$ cat config.mk
export PLATFORM = sky130hd
export DESIGN_NAME = tlal_link
export DESIGN_NICKNAME = d
export VERILOG_FILES = /design/src/logic/tlal_link.v
export VERILOG_INCLUDE_DIRS = /design/src /design/src/logic
export SDC_FILE = /design/constraint.sdc
export NUM_CORES = 1
export LEC_CHECK = 0
export ABC_CLOCK_PERIOD_IN_PS = 2750
export BUFFER_PORTS_ARGS = -buffer_cell sky130_fd_sc_hd__buf_2
export CAP_MARGIN = 0
export CORE_UTILIZATION = 41
export DETAILED_ROUTE_END_ITERATION = 10
export PLACE_DENSITY = 0.69
export SLEW_MARGIN = 40
export SYNTH_ARGS = -nofsm -noshare
export SYNTH_HDL_FRONTEND = slang
export SYNTH_SLANG_ARGS = --single-unit
$ cat constraint.sdc
create_clock -name clk -period 2.75 [get_ports clk]
set_input_delay 0.1375 -clock clk [delete_from_list [all_inputs] [get_ports clk]]
set_output_delay 0.1375 -clock clk [all_outputs]
set_load 0.01 [all_outputs]
$ cat src/logic/tlal_map.vh
// Purpose: constants for the 10 Mbps link, negotiation and indicator logic
// Assumes: 40 MHz clk, APB register access, byte addresses
// Notes: times kept in their own unit, cycle counts derived from them
//
// Behaviour
// - Half duplex 10M: collision when transmitting and receiving together.
// - Classify received pulses: normal link pulse, fast pulse burst, idles.
// - In 10M mode send normal link pulses, each 100 ns wide.
// - Detect reversed receive polarity from link pulses; invert data.
// - Jabber enabled in 10M: block transmit after 26.2 to 39 ms.
// - Keep jabber block until transmit enable idle for 314 ms.
// - Full duplex 10M: no collision, squelch test or transmit carrier.
// - Negotiation picks highest common mode: 100F, 100H, 10F, 10H.
// - Exchange abilities by fast pulse bursts, then native link pulses.
// - Reset or renegotiate command restarts negotiation from the start.
// - Negotiate only while enable bit 12 set; else clear it, parallel detect.
// - Advertised ability has bits 0, 1, 2, 3 and 5 set.
// - Reset, link fail or negotiate: first a long quiet, pulse-free period.
// - No data packets sent while negotiating or parallel detecting.
// - Watch fast bursts and native pulses together; use the one seen.
// - Link indicator off until valid link, then on, active low.
// - Activity indicator toggles while wire activity is seen.
// - Speed indicator on for 100M, off 10M; hold last on link fail.
// - Forced speed drives speed indicator regardless of link status.
// - Parallel detect with only normal link pulses settles on 10M.
`ifndef TLAL_MAP_VH
`define TLAL_MAP_VH
`define TLAL_CLK_KHZ 40000
`define TLAL_NLP_NS 100
`define TLAL_NLP_CYC ((`TLAL_NLP_NS*`TLAL_CLK_KHZ+999999)/1000000)
`define TLAL_JAB_US 26200
`define TLAL_JAB_CYC (`TLAL_JAB_US*(`TLAL_CLK_KHZ/1000))
`define TLAL_UNJAB_MS 314
`define TLAL_UNJAB_CYC (`TLAL_UNJAB_MS*`TLAL_CLK_KHZ)
`define TLAL_QUIET_MS 1200
`define TLAL_QUIET_CYC (`TLAL_QUIET_MS*`TLAL_CLK_KHZ)
`define TLAL_NLP_GAP_MS 16
`define TLAL_NLP_GAP_CYC (`TLAL_NLP_GAP_MS*`TLAL_CLK_KHZ)
`define TLAL_BLINK_MS 50
`define TLAL_BLINK_CYC (`TLAL_BLINK_MS*`TLAL_CLK_KHZ)
`define TLAL_ADV_ABILITY 6'h2F
`define TLAL_OFF_CTRL 12'h000
`define TLAL_OFF_STAT 12'h004
`define TLAL_OFF_ADV 12'h008
`define TLAL_OFF_PART 12'h00C
`define TLAL_BIT_ANEN 12
`define TLAL_BIT_RENEG 9
`define TLAL_BIT_JABEN 0
`define TLAL_BIT_FDX 1
`define TLAL_BIT_F100 2
`define TLAL_CTRL_RST 32'h00001001
`define TLAL_MODE_100F 4'h8
`define TLAL_MODE_100H 4'h4
`define TLAL_MODE_10F 4'h2
`define TLAL_MODE_10H 4'h1
`endif

$ cat src/logic/tlal_link.v
// Purpose: 10 Mbps link control, negotiation sequencing and indicators
// Assumes: pulse classes arrive already qualified from the analog receiver
// Notes: long timers are parameters so simulation can shorten them
//
// The placing of the registers and register access over APB are this design's own decisions.
`timescale 1ns/1ps
`include "tlal_map.vh"
module tlal_link #(
   parameter [31:0] JAB_CYC = `TLAL_JAB_CYC,
   parameter [31:0] UNJAB_CYC = `TLAL_UNJAB_CYC,
   parameter [31:0] QUIET_CYC = `TLAL_QUIET_CYC,
   parameter [31:0] NLP_GAP_CYC = `TLAL_NLP_GAP_CYC,
   parameter [31:0] BLINK_CYC = `TLAL_BLINK_CYC
) (
   input wire clk,
   input wire rst_n,
   input wire psel,
   input wire penable,
   input wire pwrite,
   input wire [11:0] paddr,
   input wire [31:0] pwdata,
   output reg [31:0] prdata,
   output reg pready,
   output reg pslverr,
   input wire mac_tx_en,
   input wire rx_active,
   input wire rx_data,
   input wire rx_nlp,
   input wire rx_nlp_neg,
   input wire rx_flp,
   input wire rx_idle100,
   input wire flp_done,
   input wire [5:0] partner_ability,
   output reg tx_gate,
   output reg tx_link_pulse,
   output reg flp_send,
   output reg collision,
   output reg carrier_sense,
   output reg rx_data_fixed,
   output reg speed_100,
   output reg full_duplex,
   output reg link_led_n,
   output reg act_led_n,
   output reg speed_led_n
);
   localparam ST_QUIET = 4'h1;
   localparam ST_DETECT = 4'h2;
   localparam ST_UP = 4'h4;
   localparam ST_FORCED = 4'h8;

   reg [3:0] st_reg;
   reg [31:0] ctrl_reg;
   reg [31:0] tmr_reg;
   reg [31:0] jab_reg;
   reg jabbed_reg;
   reg pol_inv_reg;
   reg [31:0] gap_reg;
   reg [31:0] blink_reg;
   reg [31:0] nlp_w_reg;
   reg [3:0] mode_reg;
   reg an_ok_reg;
   wire wr;
   wire reneg;
   wire an_en;
   wire link_up;
   wire [5:0] common;
   wire half10;
   wire hit_ctrl;
   wire hit_stat;
   wire hit_adv;
   wire hit_part;
   wire nlp_only;
   wire pd_hit;
   wire pulse_hold;
   wire fdx10;
   wire [31:0] stat_word;
   reg [31:0] ctrl_next;
   reg [3:0] res_mode;
   reg res_100;
   reg res_fdx;
   reg [31:0] jab_next;
   reg jabbed_next;

   assign wr = psel & penable & pwrite;
   assign reneg = wr && paddr == `TLAL_OFF_CTRL &&
      pwdata[`TLAL_BIT_RENEG];
   assign an_en = ctrl_reg[`TLAL_BIT_ANEN];
   assign link_up = st_reg == ST_UP || st_reg == ST_FORCED;
   assign common = `TLAL_ADV_ABILITY & partner_ability;
   assign half10 = ~speed_100 & ~full_duplex;
   assign fdx10 = full_duplex & ~speed_100;
   assign hit_ctrl = paddr == `TLAL_OFF_CTRL;
   assign hit_stat = paddr == `TLAL_OFF_STAT;
   assign hit_adv = paddr == `TLAL_OFF_ADV;
   assign hit_part = paddr == `TLAL_OFF_PART;
   assign nlp_only = rx_nlp && !rx_flp;
   assign pd_hit = st_reg == ST_DETECT && an_en && nlp_only &&
      tmr_reg >= NLP_GAP_CYC;
   // A started pulse always runs its full width
   assign pulse_hold = (st_reg == ST_QUIET || speed_100 || mac_tx_en) &&
      !tx_link_pulse;
   // Status word: state, mode, link, jabber, polarity, done
   assign stat_word = {20'h00000, an_ok_reg, pol_inv_reg, jabbed_reg,
      link_up, mode_reg, st_reg};

   // Control word next value; software write beats hardware clear
   always @* begin
      ctrl_next = ctrl_reg;
      if (wr && hit_ctrl) begin
         ctrl_next = pwdata;
         ctrl_next[`TLAL_BIT_RENEG] = 1'b0;
      end else if (pd_hit) begin
         ctrl_next[`TLAL_BIT_ANEN] = 1'b0;
      end
   end

   // Highest common mode wins
   always @* begin
      res_mode = `TLAL_MODE_10H;
      res_100 = 1'b0;
      res_fdx = 1'b0;
      if (common[3]) begin
         res_mode = `TLAL_MODE_100F;
         res_100 = 1'b1;
         res_fdx = 1'b1;
      end else if (common[2]) begin
         res_mode = `TLAL_MODE_100H;
         res_100 = 1'b1;
      end else if (common[1]) begin
         res_mode = `TLAL_MODE_10F;
         res_fdx = 1'b1;
      end
   end

   // Jabber timer next state
   always @* begin
      jab_next = jab_reg;
      jabbed_next = jabbed_reg;
      if (jabbed_reg) begin
         if (mac_tx_en) begin
            jab_next = 32'h00000000;
         end else if (jab_reg >= UNJAB_CYC) begin
            jabbed_next = 1'b0;
            jab_next = 32'h00000000;
         end else begin
            jab_next = jab_reg + 32'h00000001;
         end
      end else if (!mac_tx_en) begin
         jab_next = 32'h00000000;
      end else if (ctrl_reg[`TLAL_BIT_JABEN] && !speed_100) begin
         if (jab_reg >= JAB_CYC) begin
            jabbed_next = 1'b1;
            jab_next = 32'h00000000;
         end else begin
            jab_next = jab_reg + 32'h00000001;
         end
      end
   end

   // APB slave, zero wait states
   always @(posedge clk or negedge rst_n) begin
      if (!rst_n) begin
         prdata <= 32'h00000000;
         pready <= 1'b0;
         pslverr <= 1'b0;
         ctrl_reg <= `TLAL_CTRL_RST;
      end else begin
         pready <= psel & ~penable;
         pslverr <= 1'b0;
         if (psel & ~penable) begin
            pslverr <= ~(hit_ctrl | hit_stat | hit_adv | hit_part);
            case (paddr)
               `TLAL_OFF_CTRL: prdata <= ctrl_reg;
               `TLAL_OFF_STAT: prdata <= stat_word;
               `TLAL_OFF_ADV: prdata <= {26'h0000000,
                  `TLAL_ADV_ABILITY};
               `TLAL_OFF_PART: prdata <= {26'h0000000, partner_ability};
               default: prdata <= 32'h00000000;
            endcase
         end
         ctrl_reg <= ctrl_next;
      end
   end

   // Negotiation sequencer
   always @(posedge clk or negedge rst_n) begin
      if (!rst_n) begin
         st_reg <= ST_QUIET;
         tmr_reg <= 32'h00000000;
         mode_reg <= 4'h0;
         an_ok_reg <= 1'b0;
         speed_100 <= 1'b0;
         full_duplex <= 1'b0;
         flp_send <= 1'b0;
         nlp_w_reg <= 32'h00000000;
      end else begin
         tmr_reg <= tmr_reg + 32'h00000001;
         flp_send <= 1'b0;
         if (reneg) begin
            st_reg <= ST_QUIET;
            tmr_reg <= 32'h00000000;
            an_ok_reg <= 1'b0;
         end else begin
            case (st_reg)
               ST_QUIET: begin
                  if (tmr_reg >= QUIET_CYC) begin
                     tmr_reg <= 32'h00000000;
                     nlp_w_reg <= 32'h00000000;
                     if (!an_en) begin
                        st_reg <= ST_FORCED;
                        speed_100 <= ctrl_reg[`TLAL_BIT_F100];
                        full_duplex <= ctrl_reg[`TLAL_BIT_FDX];
                     end else begin
                        st_reg <= ST_DETECT;
                     end
                  end
               end
               ST_DETECT: begin
                  flp_send <= an_en;
                  if (rx_nlp)
                     nlp_w_reg <= nlp_w_reg + 32'h00000001;
                  if (an_en && flp_done) begin
                     st_reg <= ST_UP;
                     an_ok_reg <= 1'b1;
                     mode_reg <= res_mode;
                     speed_100 <= res_100;
                     full_duplex <= res_fdx;
                  end else if (rx_idle100) begin
                     st_reg <= ST_UP;
                     mode_reg <= `TLAL_MODE_100H;
                     speed_100 <= 1'b1;
                     full_duplex <= 1'b0;
                  end else if (nlp_only &&
                        (!an_en || tmr_reg >= NLP_GAP_CYC)) begin
                     st_reg <= ST_UP;
                     mode_reg <= `TLAL_MODE_10H;
                     speed_100 <= 1'b0;
                     full_duplex <= 1'b0;
                  end
               end
               ST_UP: begin
                  if (rx_nlp | rx_idle100 | rx_active)
                     tmr_reg <= 32'h00000000;
                  else if (tmr_reg >= NLP_GAP_CYC * 32'h00000003) begin
                     st_reg <= ST_QUIET;
                     tmr_reg <= 32'h00000000;
                     an_ok_reg <= 1'b0;
                  end
               end
               ST_FORCED: begin
                  speed_100 <= ctrl_reg[`TLAL_BIT_F100];
                  full_duplex <= ctrl_reg[`TLAL_BIT_FDX];
                  if (an_en) begin
                     st_reg <= ST_QUIET;
                     tmr_reg <= 32'h00000000;
                  end
               end
               default: st_reg <= ST_QUIET;
            endcase
         end
      end
   end

   // Jabber, link pulses, data path
   always @(posedge clk or negedge rst_n) begin
      if (!rst_n) begin
         jab_reg <= 32'h00000000;
         jabbed_reg <= 1'b0;
         gap_reg <= 32'h00000000;
         tx_link_pulse <= 1'b0;
         tx_gate <= 1'b0;
         collision <= 1'b0;
         carrier_sense <= 1'b0;
         pol_inv_reg <= 1'b0;
         rx_data_fixed <= 1'b0;
      end else begin
         jab_reg <= jab_next;
         jabbed_reg <= jabbed_next;
         tx_gate <= mac_tx_en & ~jabbed_reg & link_up;
         gap_reg <= gap_reg + 32'h00000001;
         if (pulse_hold) begin
            gap_reg <= 32'h00000000;
            tx_link_pulse <= 1'b0;
         end else if (gap_reg >= NLP_GAP_CYC) begin
            gap_reg <= 32'h00000000;
            tx_link_pulse <= 1'b1;
         end else if (gap_reg >= `TLAL_NLP_CYC - 1) begin
            tx_link_pulse <= 1'b0;
         end
         if (rx_nlp)
            pol_inv_reg <= 1'b0;
         else if (rx_nlp_neg)
            pol_inv_reg <= 1'b1;
         rx_data_fixed <= rx_data ^ pol_inv_reg;
         collision <= half10 & mac_tx_en & rx_active;
         carrier_sense <= rx_active |
            (mac_tx_en & ~fdx10);
      end
   end

   // Indicators
   always @(posedge clk or negedge rst_n) begin
      if (!rst_n) begin
         link_led_n <= 1'b1;
         act_led_n <= 1'b1;
         speed_led_n <= 1'b1;
         blink_reg <= 32'h00000000;
      end else begin
         link_led_n <= ~link_up;
         if (st_reg == ST_FORCED || !an_en)
            speed_led_n <= ~ctrl_reg[`TLAL_BIT_F100];
         else if (st_reg == ST_UP)
            speed_led_n <= ~speed_100;
         if (rx_active | tx_gate) begin
            blink_reg <= blink_reg + 32'h00000001;
            if (blink_reg >= BLINK_CYC) begin
               blink_reg <= 32'h00000000;
               act_led_n <= ~act_led_n;
            end
         end else begin
            blink_reg <= 32'h00000000;
            act_led_n <= 1'b1;
         end
      end
   end
   // classes come in as rx_nlp, rx_flp, rx_idle100
endmodule // tlal_link

== Yosys cells after proc, flatten, opt, wreduce, memory -nomap -nowiden ==
Cells that the tools add are included.

* Register bits: 215
* Logic and storage cells: 188
* Bits of input ports: 63

* Magnitude comparators: 8
* Mux-type cells: 74
* Eq/ne operators: 18
* Bitwise operators: 28
* Add/sub/neg operators: 4
* Reduce and logical (&&, ||, !) cells: 31

{| class="wikitable"
|+ Operators with widths
! operator !! number
|-
| 32-bit 2-to-1 mux || 15
|-
| 32-bit by 1-bit adder with 32-bit output, second input constant || 4
|-
| 32-bit one-hot mux with 4 select lines || 1
|-
| 32-bit by 20-bit >= comparator with 1-bit output, second input constant || 3
|-
| 32-bit one-hot mux with 3 select lines || 1
|-
| 32-bit by 21-bit >= comparator with 1-bit output, second input constant || 2
|-
| 4-bit 2-to-1 mux || 13
|-
| 1-bit 2-to-1 mux || 38
|-
| 32-bit by 2-bit >= comparator with 1-bit output, second input constant || 1
|-
| 32-bit by 24-bit >= comparator with 1-bit output, second input constant || 1
|-
| 32-bit by 26-bit >= comparator with 1-bit output, second input constant || 1
|-
| 12-bit by 4-bit equality test with 1-bit output, second input constant || 2
|-
| 4-bit one-hot mux with 4 select lines || 1
|-
| 12-bit by 3-bit equality test with 1-bit output, second input constant || 1
|-
| 12-bit zero test || 1
|-
| 3-bit nonzero test || 4
|-
| 1-bit AND || 10
|-
| 1-bit logical AND || 10
|-
| 1-bit inverter || 10
|-
| 5-bit AND reduction || 2
|-
| 3-bit != test, second input constant || 3
|-
| 1-bit bitwise OR || 7
|-
| 3-bit by 2-bit != test with 1-bit output, second input constant || 2
|-
| 1-bit one-hot mux with 3 select lines || 2
|-
| 18 further kinds || 28
|}

== Logic depth before layout (Yosys ltp) ==
* Depth in word-level cells: 8
* Gate-level depth with buffers: 8

== Least setup slack after synthesis ==
No wires, ideal clock.

* Kind: reg2reg
* From: register ctrl_reg[12]
* To: register mode_reg[0]
* Buffers on the path: 1
* Period minus slack after synthesis: 2,067 ps
* Cell stages (with the launch flop): 8
* Data required time: 2,622 ps
* Arrival time: 1,940 ps
* Path slack: 683 ps
* Path through: dfstp_2 clkbuf_1 nor4b_1 nand4_1 a32oi_1 and2_1 nor3_2 mux2_1

* Word-level cells in the longest chain between the ends: 5
* Elaborated cells on any way between the ends: 7
* Classes of those cells: mux (1); reduce/logical (6)

{| class="wikitable"
|+ RTL lines
! what !! RTL line !! text
|-
| from (decl) || tlal_link.v:52 || <nowiki>reg [31:0] ctrl_reg;</nowiki>
|-
| from (signal assigned) || tlal_link.v:166 || <nowiki>ctrl_reg <= `TLAL_CTRL_RST;</nowiki>
|-
| from (signal assigned) || tlal_link.v:181 || <nowiki>ctrl_reg <= ctrl_next;</nowiki>
|-
| 1-bit zero test || tlal_link.v:234 || <nowiki>(!an_en || tmr_reg >= NLP_GAP_CYC)) begin</nowiki>
|-
| 1-bit logical OR || tlal_link.v:234 ||
|-
| 1-bit logical AND || tlal_link.v:233 || <nowiki>end else if (nlp_only &&</nowiki>
|-
| 3-bit nonzero test (no line) || -- ||
|-
| 3-bit AND reduction (no line) || -- ||
|-
| to (signal assigned) || tlal_link.v:225 || <nowiki>mode_reg <= res_mode;</nowiki>
|-
| to (signal assigned) || tlal_link.v:230 || <nowiki>mode_reg <= `TLAL_MODE_100H;</nowiki>
|-
| to (signal assigned) || tlal_link.v:236 || <nowiki>mode_reg <= `TLAL_MODE_10H;</nowiki>
|-
| to (decl) || tlal_link.v:60 || <nowiki>reg [3:0] mode_reg;</nowiki>
|}

Several ways; a longest one is shown, not always the timed one.
A chain may end at the register's enable or synchronous reset.

== Worst setup path in the final report ==
* From: input port paddr[7]
* To: register prdata[4]

* Word-level cells in the longest chain between the ends: 2
* Elaborated cells on any way between the ends: 5
* Classes of those cells: eq/ne (3); mux (1); reduce/logical (1)

{| class="wikitable"
|+ RTL lines
! what !! RTL line !! text
|-
| from (decl) || tlal_link.v:20 || <nowiki>input wire [11:0] paddr,</nowiki>
|-
| 12-bit by 4-bit equality test with 1-bit output (tied with other cells) || tlal_link.v:172 || <nowiki>case (paddr)</nowiki>
|-
| 32-bit one-hot mux with 4 select lines * || tlal_link.v:172 ||
|-
| to (signal assigned) || tlal_link.v:173 || <nowiki>`TLAL_OFF_CTRL: prdata <= ctrl_reg;</nowiki>
|-
| to (signal assigned) || tlal_link.v:174 || <nowiki>`TLAL_OFF_STAT: prdata <= stat_word;</nowiki>
|-
| to (signal assigned) || tlal_link.v:175 || <nowiki>`TLAL_OFF_ADV: prdata <= {26'h0000000,</nowiki>
|-
| to (decl) || tlal_link.v:22 || <nowiki>output reg [31:0] prdata,</nowiki>
|}

Every way passes the cells marked *; elsewhere a longest branch is shown, timed or not.

==> impl_metrics.toml <==
[final_layout]
multiInputGateArea_um2 = 4180
finalNetCount = 1164
ff_latch_area_um2 = 5390
area_growth_pct = 22.4
nFillCells = 2079
antenna_cells = 0
drive_gt1_frac = 0.194

[hold_path]
min_delay_path_depth = 2
hold_start = "rx_active"
hp-class = "in -> reg"
hold_end = "collision"

[clock_tree]
worstSkewPairLatency_ns = 0.50
cts_buffers = 22
holdBufCountCts = 42
path_clk_slew_ns = 0.06
clockRootBuffer = "clkbuf_16"
cts_tree = "done"
h-tree-depth = 1
cts_sinks = 215
cts-resized-gates = 0
post_cts_buffers = 0
ctsLongestPathBuffers = 3

[synthesis]
synth-seq-area-share = 0.553
yosysTopAreaCellShare = 0.537
synth_cell_types = 62
synth_commonest_cells = "209 x dfrtp_1, 143 x nor2_1, 59 x nand2_1, 47 x xnor2_1, 45 x nand3_1"
yosys_most_used_dff = "dfrtp_1"
netlist_top_cells_area = "dfrtp_1 54%, nor2_1 5.5%, xnor2_1 4.2%"
yosysTopAreaCell = "dfrtp_1"
synthMostInstantiatedCell = "dfrtp_1"
yosys_warnings = 0
synth.avg_cell_area_um2 = 10.6
synthArstFlopShare = 1.00
synth_cells = 915
syn_area_um2 = 9740
ys_ff_latch = 215
synth_edf_count = 0

[power]
peakVddDrop_uv = 344
power_density_nw_per_um2 = 590
power.leakage_nw = 5.42

[timing]
fin_worst_skew_ns = 0.0177
setup_viol = 0
drv_slew = 0
max_freq_mhz = 393
rsz0062_at_grt = "no"
worst_slew_pin_slew_ns = 0.730
layout_setup_ws_ns = 0.208
maxSlewHeadroom = 0.506
finalCriticalPeriod_ns = 2.54
period_share = 0.924
tns_ns = 0
hold_violations = 0

[drt]
vias = 7313
postRouteAntennaNets = 0
drt_iter0_markers = 389
drc = 0
dr.pass1.iters = 5
via_per_inst = 5.12
routed_wl_um = 21600
wl_per_cell_um = 15.1

[critical_path]
rrSetupSlack_ns = 0.39
cpMostUsedCell = "dlygate4sd3_1"
slowest_delay_ns = 0.59
crit_family = "buffers and inverters"
r2r-end = "tmr_reg[14]"
critPathCaptureType = "flop"
cp_cell_sequence = "dlygate4sd3_1 -> buf_2 -> nor2_1 -> dlygate4sd3_1 -> nand4_1 -> dlygate4sd3_1 -> o31ai_1 -> dlygate4sd3_1"
cp_num_cells = 8
reg2reg_from = "st_reg[0]"
critical_path_class = "in -> reg"
crit_arrival_ns = 2.98
cp-start-kind = "primary input"
startpoint = "paddr[7]"
cp.required_ns = 3.19
reg2regPathDepth = 7
cpMaxStageDelayCell = "dlygate4sd3_1"
path_buf_inv = 5
cp_max_fo = 2

[placement]
io_buffers = 107
place.gp.congestion = 0.877
dp_slack_ns = 0.433
hpwlAfterDp_um = 15000

[job]
cap_violations = 0

[grt]
grt_pass1_vias = 7242
grt_pass1_wl_um = 36000
grt_start_max_net_pins = 88
grt_overflow = 0
grt_usage = 0.184
antenna_found_initial = 0

[floorplanning]
ioPinCount = 108
die_h_um = 156
rows = 56
die-area_um2 = 24400
die_w_um = 156
initial_core_util = 0.416
core_um2 = 23400

[run_status]
outcome = "completed"
-- final cells by class --
| class | count | area share |
|---|---|---|
| Inverter | 29 | 0.00913 |
| Timing Repair Buffer | 165 | 0.0931 |
| Tap cell | 319 | 0.0335 |
| Clock inverter | 9 | 0.00703 |
| Sequential cell | 215 | 0.452 |
| Clock buffer | 31 | 0.0542 |
| Multi-Input combinational cell | 660 | 0.351 |
-- metrics by stage --
stage / cells / power, mW / hold slack, ns / util / cell area, µm²
6_report: 1428 / 7.03 / 0.0369 / 0.509 / 11900
5_1_grt: 1428 / 7.33 / 0.0243 / 0.509 / 11900
4_1_cts: 1428 / 7.11 / 0.0245 / 0.509 / 11900
3_5_place_dp: 1346 / 4.09 / 0.142 / 0.460 / 10800
3_3_place_gp: 1346 / 4.09 / 0.139 / 0.460 / 10800
2_1_floorplan: 937 / 3.82 / -0.158 / - / 9820
-- power breakdown --
part / switching, mW / total (mW) / internal [mW]
clock network: 1.21 / 2.95 / 1.74
registers: 0.0929 / 3.36 / 3.27
logic: 0.429 / 0.715 / 0.286
-- how the worst max path moves through the flow --
stage               slack (ns)     endpoint
global placement          0.43  mode_reg[1]
finish                    0.21    prdata[4]
CTS                       0.29    prdata[4]
detailed placement        0.43   tmr_reg[4]
global route              0.08    prdata[4]
floorplan                 0.68  mode_reg[0]
-- per-layer routing --
| layer | global-route usage | wire, µm |
|---|---|---|
| met4 | 0.0523 | 471 |
| met5 | 0 | 0 |
| met1 | 0.247 | 9770 |
| met3 | 0.0306 | 1090 |
| met2 | 0.305 | 10200 |
-- cells by family (layout without fill, tap and decap cells) --
group | after synthesis | in the layout | share of synthesized area
adder cells (fa/ha/maj) | 8 | 8 | 0.0103
multiplexers | 47 | 47 | 0.0535
XOR/XNOR | 81 | 81 | 0.0729
other | 1 | 23 | 0.000385
AO/OA/AOI/OAI | 121 | 121 | 0.0896
buffers and inverters | 62 | 234 | 0.0265
AND/OR/NAND/NOR | 380 | 380 | 0.194
flip-flops | 215 | 215 | 0.553
-- cell usage in the layout (no fill, tap or decap), types with 7 or more instances in the layout --
| master | n |
|---|---|
| a21oi_1 | 13 |
| ha_1 | 8 |
| buf_4 | 14 |
| mux2_2 | 36 |
| buf_2 | 106 |
| and2_1 | 9 |
| nor4_1 | 15 |
| dlygate4sd3_1 | 42 |
| o21ai_0 | 20 |
| inv_1 | 29 |
| o21ai_1 | 10 |
| nand3_1 | 45 |
| and4_1 | 8 |
| a31oi_1 | 7 |
| nand2_1 | 59 |
| mux2i_1 | 7 |
| and3_1 | 19 |
| a22o_1 | 27 |
| xnor2_1 | 47 |
| nand4_1 | 15 |
| nor2_1 | 142 |
| nor3_1 | 26 |
| xor2_1 | 34 |
| clkbuf_16 | 23 |
| conb_1 | 23 |
| dfrtp_1 | 209 |
Power figures use the tool's default switching activity.
